<file path="src/logic/bsl_pkg.sv">
// boot strap latch: shared constants, register map and state type
// assumes a 32-bit apb slave port and five strap pins
`default_nettype none
package bsl_pkg;
  // strap bit positions, one per pin
  localparam int unsigned STRAP_W = 5;
  localparam int unsigned BIT_LDO = 0;
  localparam int unsigned BIT_BSEL = 1;
  localparam int unsigned BIT_BAUX = 2;
  localparam int unsigned BIT_LOG = 3;
  localparam int unsigned BIT_SDIO = 4;
  // default pulls applied while reset holds the pins
  localparam logic [4:0] PULL_UP_MASK = 5'h1A;
  localparam logic [4:0] PULL_DN_MASK = 5'h05;
  // register byte addresses
  localparam int unsigned ADDR_W = 12;
  localparam logic [11:0] REG_VALUE = 12'h000;
  localparam logic [11:0] REG_CTRL = 12'h004;
  localparam logic [11:0] REG_STATUS = 12'h008;
  // control register fields
  localparam int unsigned CTRL_W = 7;
  localparam int unsigned CTRL_LDO_OVR = 0;
  localparam int unsigned CTRL_LDO_1V8 = 1;
  localparam int unsigned CTRL_SDIO_OVR = 2;
  localparam int unsigned CTRL_SMP_RISE = 3;
  localparam int unsigned CTRL_OUT_RISE = 4;
  localparam int unsigned CTRL_LDO_OFF = 5;
  localparam int unsigned CTRL_BOOT_DONE = 6;
  localparam logic [6:0] CTRL_RESET = 7'h00;
  // status register fields
  localparam int unsigned STAT_W = 9;
  localparam int unsigned ST_LDO_1V8 = 0;
  localparam int unsigned ST_LDO_ON = 1;
  localparam int unsigned ST_BOOT_FLASH = 2;
  localparam int unsigned ST_BOOT_DL = 3;
  localparam int unsigned ST_BOOT_RSVD = 4;
  localparam int unsigned ST_LOG_EN = 5;
  localparam int unsigned ST_SMP_RISE = 6;
  localparam int unsigned ST_OUT_RISE = 7;
  localparam int unsigned ST_DONE = 8;
  // settle count that ends the hold state; synchronised pins sampled at the fourth edge after release
  localparam logic [1:0] SETTLE_CYCLES = 2'h2;
  // idle level of the console transmit line
  localparam logic TX_IDLE = 1'h1;
  typedef enum logic [2:0] {
    ST_HOLD = 3'b001,
    ST_SAMPLE = 3'b010,
    ST_RUN = 3'b100
  } bsl_state_t;
endpackage
`default_nettype wire

</file>
<file path="src/logic/bsl_boot_strap_latch.sv">
// boot strap latch: captures five strap pins at reset release, decodes
// them into boot settings and offers them over an apb slave.
// assumes RESET_N_I is the system reset (power-on, watchdog, brownout)
// and that pad cells resolve level from out, oe and pull enables.
// Behaviour
// - latch five strap levels at reset release, keep until the next system reset
// - software reads all five latched bits from a read-only register
// - weak default pulls on strap pins while reset is asserted
// - after release pins return to normal function, latched bits kept
// - ldo strap 0 selects 3.3 V, 1 selects 1.8 V
// - boot-select 1 boots flash; 0 with aux 0 boots download
// - log and sdio-edge straps pick sdio sample and output edges
// - firmware may override ldo and sdio settings, straps unchanged
// - software may power off the flash-supply regulator
`default_nettype none
module bsl_boot_strap_latch (
  // clock and reset
  input wire logic REF_CLK_I,
  input wire logic RESET_N_I,
  // apb slave
  input wire logic PSEL_I,
  input wire logic PENABLE_I,
  input wire logic PWRITE_I,
  input wire logic [11:0] PADDR_I,
  input wire logic [31:0] PWDATA_I,
  output logic [31:0] PRDATA_O,
  output logic PREADY_O,
  output logic PSLVERR_O,
  // strap pads
  input wire logic [4:0] STRAP_PIN_I,
  output logic [4:0] STRAP_PIN_O,
  output logic [4:0] STRAP_PIN_OE_O,
  output logic [4:0] STRAP_PULL_UP_O,
  output logic [4:0] STRAP_PULL_DN_O,
  // functional side of the pads
  input wire logic [4:0] GPIO_OUT_I,
  input wire logic [4:0] GPIO_OE_I,
  output logic [4:0] GPIO_IN_O,
  // console transmit
  input wire logic CONSOLE_TX_I,
  output logic BOOT_CONSOLE_TX_O,
  // decoded settings
  output logic LDO_SEL_1V8_O,
  output logic LDO_ENABLE_O,
  output logic BOOT_FLASH_O,
  output logic BOOT_DOWNLOAD_O,
  output logic BOOT_RESERVED_O,
  output logic BOOT_LOG_EN_O,
  output logic SDIO_SAMPLE_RISE_O,
  output logic SDIO_OUTPUT_RISE_O,
  output logic STRAP_DONE_O
);

  bsl_pkg::bsl_state_t state_reg, state_next;
  logic [1:0] settle_reg;
  logic [4:0] sync1_reg, sync2_reg, strap_reg;
  logic [4:0] pull_up_reg, pull_dn_reg, pin_out_reg, pin_oe_reg;
  logic [6:0] ctrl_reg;
  logic [8:0] stat_next, stat_reg;
  logic [31:0] prdata_reg;
  logic done_reg, pready_reg, pslverr_reg, tx_reg, access, wr_fire;

  // register hit test for the error answer; the read mux decodes on its own
  function automatic logic bsl_hit(input logic [11:0] a);
    bsl_hit = (a == bsl_pkg::REG_VALUE) || (a == bsl_pkg::REG_CTRL)
      || (a == bsl_pkg::REG_STATUS);
  endfunction

  // two-flop synchroniser; the first stage feeds only the second
  always_ff @(posedge REF_CLK_I or negedge RESET_N_I)
  begin
    if (!RESET_N_I)
    begin
      sync1_reg <= 5'h00;
      sync2_reg <= 5'h00;
    end
    else
    begin
      sync1_reg <= STRAP_PIN_I;
      sync2_reg <= sync1_reg;
    end
  end

  // capture sequencer: wait for the synchroniser, sample once, run
  always_comb
  begin
    state_next = state_reg;
    case (state_reg)
      bsl_pkg::ST_HOLD:
        if (settle_reg == bsl_pkg::SETTLE_CYCLES)
          state_next = bsl_pkg::ST_SAMPLE;
      bsl_pkg::ST_SAMPLE:
        state_next = bsl_pkg::ST_RUN;
      bsl_pkg::ST_RUN: state_next = bsl_pkg::ST_RUN;
      default:
        state_next = bsl_pkg::ST_HOLD;
    endcase
  end

  always_ff @(posedge REF_CLK_I or negedge RESET_N_I)
  begin
    if (!RESET_N_I)
    begin
      state_reg <= bsl_pkg::ST_HOLD;
      settle_reg <= 2'h0;
    end
    else
    begin
      state_reg <= state_next;
      if (state_reg == bsl_pkg::ST_HOLD)
        settle_reg <= settle_reg + 2'h1;
    end
  end

  // latch once; only a new system reset can reopen it
  always_ff @(posedge REF_CLK_I or negedge RESET_N_I)
  begin
    if (!RESET_N_I)
    begin
      strap_reg <= 5'h00;
      done_reg <= 1'h0;
    end
    else if (state_reg == bsl_pkg::ST_SAMPLE)
    begin
      strap_reg <= sync2_reg;
      done_reg <= 1'h1;
    end
  end

  // pad control: pulls until sampled, then the functional path owns it
  always_ff @(posedge REF_CLK_I or negedge RESET_N_I)
  begin
    if (!RESET_N_I)
    begin
      pull_up_reg <= bsl_pkg::PULL_UP_MASK;
      pull_dn_reg <= bsl_pkg::PULL_DN_MASK;
      pin_out_reg <= 5'h00;
      pin_oe_reg <= 5'h00;
    end
    else if (done_reg)
    begin
      pull_up_reg <= 5'h00;
      pull_dn_reg <= 5'h00;
      pin_out_reg <= GPIO_OUT_I;
      pin_oe_reg <= GPIO_OE_I;
    end
  end

  // apb handshake: one wait state so every answer comes from a flop
  assign access = PSEL_I && PENABLE_I;
  assign wr_fire = access && pready_reg && PWRITE_I;
  always_ff @(posedge REF_CLK_I or negedge RESET_N_I)
  begin
    if (!RESET_N_I)
    begin
      pready_reg <= 1'h0;
      prdata_reg <= 32'h0000_0000;
      pslverr_reg <= 1'h0;
    end
    else
    begin
      pready_reg <= access && !pready_reg;
      pslverr_reg <= access && !pready_reg && !bsl_hit(PADDR_I);
      if (access && !pready_reg && !PWRITE_I)
      begin
        if (PADDR_I == bsl_pkg::REG_VALUE)
          prdata_reg <= {27'h0, strap_reg};
        else if (PADDR_I == bsl_pkg::REG_CTRL)
          prdata_reg <= {25'h0, ctrl_reg};
        else if (PADDR_I == bsl_pkg::REG_STATUS)
          prdata_reg <= {23'h0, stat_reg};
        else
          prdata_reg <= 32'h0000_0000;
      end
      else
        prdata_reg <= 32'h0000_0000;
    end
  end

  // control register; writes to the value register are ignored
  always_ff @(posedge REF_CLK_I or negedge RESET_N_I)
  begin
    if (!RESET_N_I)
      ctrl_reg <= bsl_pkg::CTRL_RESET;
    else if (wr_fire && PADDR_I == bsl_pkg::REG_CTRL)
      ctrl_reg <= PWDATA_I[6:0];
  end

  // effective settings: strap decode unless firmware overrides
  always_comb
  begin
    stat_next = 9'h000;
    stat_next[bsl_pkg::ST_DONE] = done_reg;
    stat_next[bsl_pkg::ST_LDO_ON] = !ctrl_reg[bsl_pkg::CTRL_LDO_OFF];
    if (ctrl_reg[bsl_pkg::CTRL_LDO_OVR])
      stat_next[bsl_pkg::ST_LDO_1V8] = ctrl_reg[bsl_pkg::CTRL_LDO_1V8];
    else
      stat_next[bsl_pkg::ST_LDO_1V8] = strap_reg[bsl_pkg::BIT_LDO];
    if (done_reg && strap_reg[bsl_pkg::BIT_BSEL])
      stat_next[bsl_pkg::ST_BOOT_FLASH] = 1'h1;
    else if (done_reg && !strap_reg[bsl_pkg::BIT_BAUX])
      stat_next[bsl_pkg::ST_BOOT_DL] = 1'h1;
    else if (done_reg)
      stat_next[bsl_pkg::ST_BOOT_RSVD] = 1'h1;
    stat_next[bsl_pkg::ST_LOG_EN] = strap_reg[bsl_pkg::BIT_LOG];
    if (ctrl_reg[bsl_pkg::CTRL_SDIO_OVR])
    begin
      stat_next[bsl_pkg::ST_SMP_RISE] = ctrl_reg[bsl_pkg::CTRL_SMP_RISE];
      stat_next[bsl_pkg::ST_OUT_RISE] = ctrl_reg[bsl_pkg::CTRL_OUT_RISE];
    end
    else
    begin
      stat_next[bsl_pkg::ST_SMP_RISE] = strap_reg[bsl_pkg::BIT_LOG];
      stat_next[bsl_pkg::ST_OUT_RISE] = strap_reg[bsl_pkg::BIT_SDIO];
    end
  end

  always_ff @(posedge REF_CLK_I or negedge RESET_N_I)
  begin
    if (!RESET_N_I)
      stat_reg <= 9'h000;
    else
      stat_reg <= stat_next;
  end

  // console gate: silent during boot unless the log strap allows it
  always_ff @(posedge REF_CLK_I or negedge RESET_N_I)
  begin
    if (!RESET_N_I)
      tx_reg <= bsl_pkg::TX_IDLE;
    else if (ctrl_reg[bsl_pkg::CTRL_BOOT_DONE] || strap_reg[bsl_pkg::BIT_LOG])
      tx_reg <= CONSOLE_TX_I;
    else
      tx_reg <= bsl_pkg::TX_IDLE;
  end

  // outputs, all from flops
  assign PRDATA_O = prdata_reg;
  assign PREADY_O = pready_reg;
  assign PSLVERR_O = pslverr_reg;
  assign STRAP_PIN_O = pin_out_reg;
  assign STRAP_PIN_OE_O = pin_oe_reg;
  assign STRAP_PULL_UP_O = pull_up_reg;
  assign STRAP_PULL_DN_O = pull_dn_reg;
  assign GPIO_IN_O = sync2_reg;
  assign BOOT_CONSOLE_TX_O = tx_reg;
  assign LDO_SEL_1V8_O = stat_reg[bsl_pkg::ST_LDO_1V8];
  assign LDO_ENABLE_O = stat_reg[bsl_pkg::ST_LDO_ON];
  assign BOOT_FLASH_O = stat_reg[bsl_pkg::ST_BOOT_FLASH];
  assign BOOT_DOWNLOAD_O = stat_reg[bsl_pkg::ST_BOOT_DL];
  assign BOOT_RESERVED_O = stat_reg[bsl_pkg::ST_BOOT_RSVD];
  assign BOOT_LOG_EN_O = stat_reg[bsl_pkg::ST_LOG_EN];
  assign SDIO_SAMPLE_RISE_O = stat_reg[bsl_pkg::ST_SMP_RISE];
  assign SDIO_OUTPUT_RISE_O = stat_reg[bsl_pkg::ST_OUT_RISE];
  assign STRAP_DONE_O = stat_reg[bsl_pkg::ST_DONE];
endmodule
`default_nettype wire

</file>
<file path="config.mk">
export PLATFORM = sky130hd
export DESIGN_NAME = bsl_boot_strap_latch
export DESIGN_NICKNAME = d
export VERILOG_FILES = /design/src/logic/bsl_pkg.sv /design/src/logic/bsl_boot_strap_latch.sv
export SDC_FILE = /design/constraint.sdc
export NUM_CORES = 1
export LEC_CHECK = 0
export BUFFER_PORTS_ARGS = -buffer_cell sky130_fd_sc_hd__buf_2
export CAP_MARGIN = 20
export CELL_PAD_IN_SITES_DETAIL_PLACEMENT = 0
export CELL_PAD_IN_SITES_GLOBAL_PLACEMENT = 1
export CORE_MARGIN = 4
export CORE_UTILIZATION = 32
export CTS_BUF_LIST = sky130_fd_sc_hd__clkbuf_4 sky130_fd_sc_hd__clkbuf_8
export CTS_CLUSTER_SIZE = 16
export DETAILED_ROUTE_END_ITERATION = 7
export PLACE_DENSITY_LB_ADDON = 0.3
export SYNTH_ARGS = -nofsm -noshare
export SYNTH_HDL_FRONTEND = slang
export SYNTH_SLANG_ARGS = --single-unit
</file>
<file path="constraint.sdc">
create_clock -name REF_CLK_I -period 1.3 [get_ports REF_CLK_I]
set_input_delay 0.39 -clock REF_CLK_I [delete_from_list [all_inputs] [get_ports REF_CLK_I]]
set_output_delay 0.39 -clock REF_CLK_I [all_outputs]
set_load 0.005 [all_outputs]
</file>
==> impl_summary.md <==
Status
The run finished, with violations left. The final reports fail on negative setup slack.

Clock network
The clock root buffer is clkbuf_8. The number of clock buffers inserted by TritonCTS is 9. The number of hold-repair buffers added at the cts stage is 0.

The H-tree generated during clock tree synthesis spans 3 levels. CTS saw 60 sinks. The clock passes through at most 2 buffers.

The CTS clock-pin slew for the worst setup and hold paths is 0.07 ns. TritonCTS built the clock tree. The latest clock arrival within the worst-skew pair is 0.33 ns.

Synthesis
Summed over its instances, the top area cell type makes up 56.1% of the synthesized netlist area. The gate count of the mapped netlist is 185. The most common cell in the synthesized netlist is dfrtp_1.

In the post-synthesis netlist, the biggest area contributors are dfrtp_1, buf_4, mux2_2. The register bit count reported by yosys is 60. The count of synthesis-stage warnings from yosys is 0. The post-synthesis instance area is 0.00254 sq mm.

The share of synthesized flip-flops with an asynchronous set or reset is 100%. Synthesis instantiated 36 different standard cells from the library. After synthesis, the mean cell area works out to 13.7 sq um. The cell type with the highest aggregate area in the netlist is dfrtp_1.

The number of enable-type register cells in the synthesized netlist is 0. The most used flip-flop cell after synthesis is dfrtp_1. The commonest cells after synthesis are dfrtp_1, buf_4, mux2_2. The sequential-to-total area share from yosys stat is 59.2%.

Placed design
Routability-driven placement finished with a final weighted congestion of 0.748. The worst slack at placement is -0.362 ns. The number of buffers inserted by port buffering is 80.

Summing all placed instances gives a cell area of 0.00306 sq mm. Detailed placement ended at an HPWL of 3750 um.

Global routing
The via count of the first global-routing pass is 1784. The met1 capacity usage during global routing is 14.3%. The overall overflow remaining after global route is 0. Entering global routing, the biggest net connects 61 pins. The global routing met2 resource utilization is 18.5%. The layer carrying the most global-route usage is met2. The total routing usage reported by global routing is 11.8%. The number of antenna violations at the first check in global routing is 0. The met3 track demand over resource is 6.39%.

The first global-routing pass estimated 8910 um of wire.

Critical path
In this run the worst path has a maximum fanout of 6. The startpoint of the most critical register-to-register path is PREADY_O$_DFF_PN0_. The launching instance or port of the critical path is STRAP_PULL_DN_O[0]$_DFFE_PN1P_. In this design, the largest share of critical-path delay is due to flip-flops.

Together, buffers and inverters on the worst path number 1. The critical path is of the reg -> out type. The worst-path cell with the longest stage delay is dfstp_2. For this run, the slowest stage of the critical path takes 0.56 ns.

The endpoint type of the worst setup path is an output port. The kind of start point of the critical path is a register. STA puts the critical path data arrival time at 1.00 ns. The critical path data required time is 0.91 ns. The signal on the critical path passes through buf_2.

Power and ir drop
The design draws 0.00421 W. The areal power density over the cells is 1220 mW/mm^2. The peak supply drop is 739 uV. The analysis attributes to cell leakage a power of 1.66 nW.

Routing
For this block, the initial DRC count from the detailed router was 43. The via count normalized by instance count is 4.24. The pre-antenna-repair detailed-routing pass consisted of 4 iterations.

Once detail routing completed, the nets flagged for antenna violations numbered 0. The number of vias in the routed layout is 1671. The total detailed-routing wirelength is 5330 um. The residual DRC count is 0.

The average detailed-routed wire length per instance is 13.5 um.

Finish
Of the cells placed in the final design, the portion with a size suffix greater than 1 is 54.1%. The combined flip-flop and latch cell area is 0.00151 sq mm. The number of antenna diodes in the final layout is 0. The count of fill cells added during filler insertion is 741.

The area overhead of the layout relative to synthesis is 35.6%. The finished cells cover 0.00345 sq mm. In the final layout, the multi-input gates occupy 957 sq um.

The net count of the finished layout is 353.

Run
The tool flagged a number of max-cap violations equal to 0.

Die
The total core area is 0.00773 sq mm. The placement row count is 32. The total die area is 0.00944 sq mm. The die is 97.2 um tall. The initial cell density of the core is 32.9%. The die is 97.2 um wide. 134 I/O pins were placed.

STA
The setup TNS is -1.09 ns. The share of the cycle needed by the critical path after routing is 107%. Static timing analysis puts the maximum clock frequency at 722 MHz. The worst clock skew on the final layout is 0.00743 ns. In the post-route analysis, the smallest setup slack over all paths is -0.0857 ns.

The max-slew violation total from the final report is 0. The clock period minus final worst setup slack is 1.39 ns. Setup repair after global routing could not meet its margin everywhere.

Setup violations remaining at the end of the flow were counted as 20. The number of hold violations in the final report is 0.

Hold path
The class of the tightest hold or removal check is in -> async.
==> layer usage <==
metal	vias to the layer above	part of all wire (%)	wire length [um]
li1	770	-	-
met1	823	41	2160
met2	72	49	2620
met3	6	9.2	489
met4	0	0.99	53
met5	-	0	0
==> repair_timing <==
item                                    4_1_cts  5_1_grt
setup buffers                                 3        2
pin swaps                                     6        4
endpoints found under the setup margin       21       22
resized for setup                            10        7
==> final timing paths <==
path	to	slack (ns)	cells after the start
min in group REF_CLK_I	sync1_reg[3]$_DFF_PN0_	0.16	1
worst max register to register	PRDATA_O[4]$_DFF_PN0_	-0.07	4
worst min register to register	GPIO_IN_O[0]$_DFF_PN0_	0.35	0
worst min-delay path	stat_reg[5]$_DFF_PN0_	0.05	2
max in group asynchronous	STRAP_PULL_DN_O[0]$_DFFE_PN1P_	0.90	2
worst max-delay path	STRAP_PULL_UP_O[3]	-0.09	1
==> placed cells by master, fill, tap and decap left out, types with 3 or more instances in the layout <==
| cell type | Yosys | layout |
|---|---|---|
| buf_6 | 1 | 6 |
| nand2b_1 | 5 | 5 |
| mux2_4 | 7 | 7 |
| buf_2 | 1 | 79 |
| mux2_2 | 18 | 18 |
| clkbuf_8 | 0 | 12 |
| nor2b_1 | 8 | 8 |
| dfrtp_1 | 57 | 57 |
| conb_1 | 1 | 28 |
| nor2_1 | 11 | 9 |
| buf_4 | 32 | 13 |
| a2111oi_4 | 0 | 5 |
| and2_1 | 3 | 3 |
| dfstp_2 | 3 | 3 |
| inv_1 | 5 | 5 |
==> area by class of cell <==
type                       instances  share of cell area, %
sequential                        60                   43.6
multi-input combinational        111                   27.7
timing repair buffer             100                   17.4
clock buffer                      13                   5.01
tap                              102                   3.70
clock inverter                     3                   1.96
inverter                           5                  0.544
==> metrics by stage <==
step	util (%)	cells	hold slack, ns
after floorplan	-	212	0.0944
after global placement	39.6	373	0.333
after detailed placement	39.6	373	0.336
after CTS	44.0	392	0.0652
after global routing	44.6	394	0.0518
final	44.6	394	0.0452
==> report_power, final <==
part           internal [W]  total (W)  switching, W
registers           0.00192    0.00195     0.0000298
clock network       0.00126    0.00196      0.000703
logic              0.000141   0.000292      0.000151
==> kinds of logic (layout without fill, tap and decap cells) <==
kind of cell | count (synthesis) | in the layout | synth area share (%)
mux | 26 | 26 | 12.5
other cells | 1 | 28 | 0.147
flops | 60 | 60 | 59.2
xor+xnor | 2 | 2 | 0.689
simple gates | 45 | 45 | 12.5
buf+inv | 41 | 121 | 11.1
compound gates | 9 | 9 | 3.34
fa+ha+maj | 1 | 1 | 0.492
No activity file was read; power rests on OpenSTA's default activity.
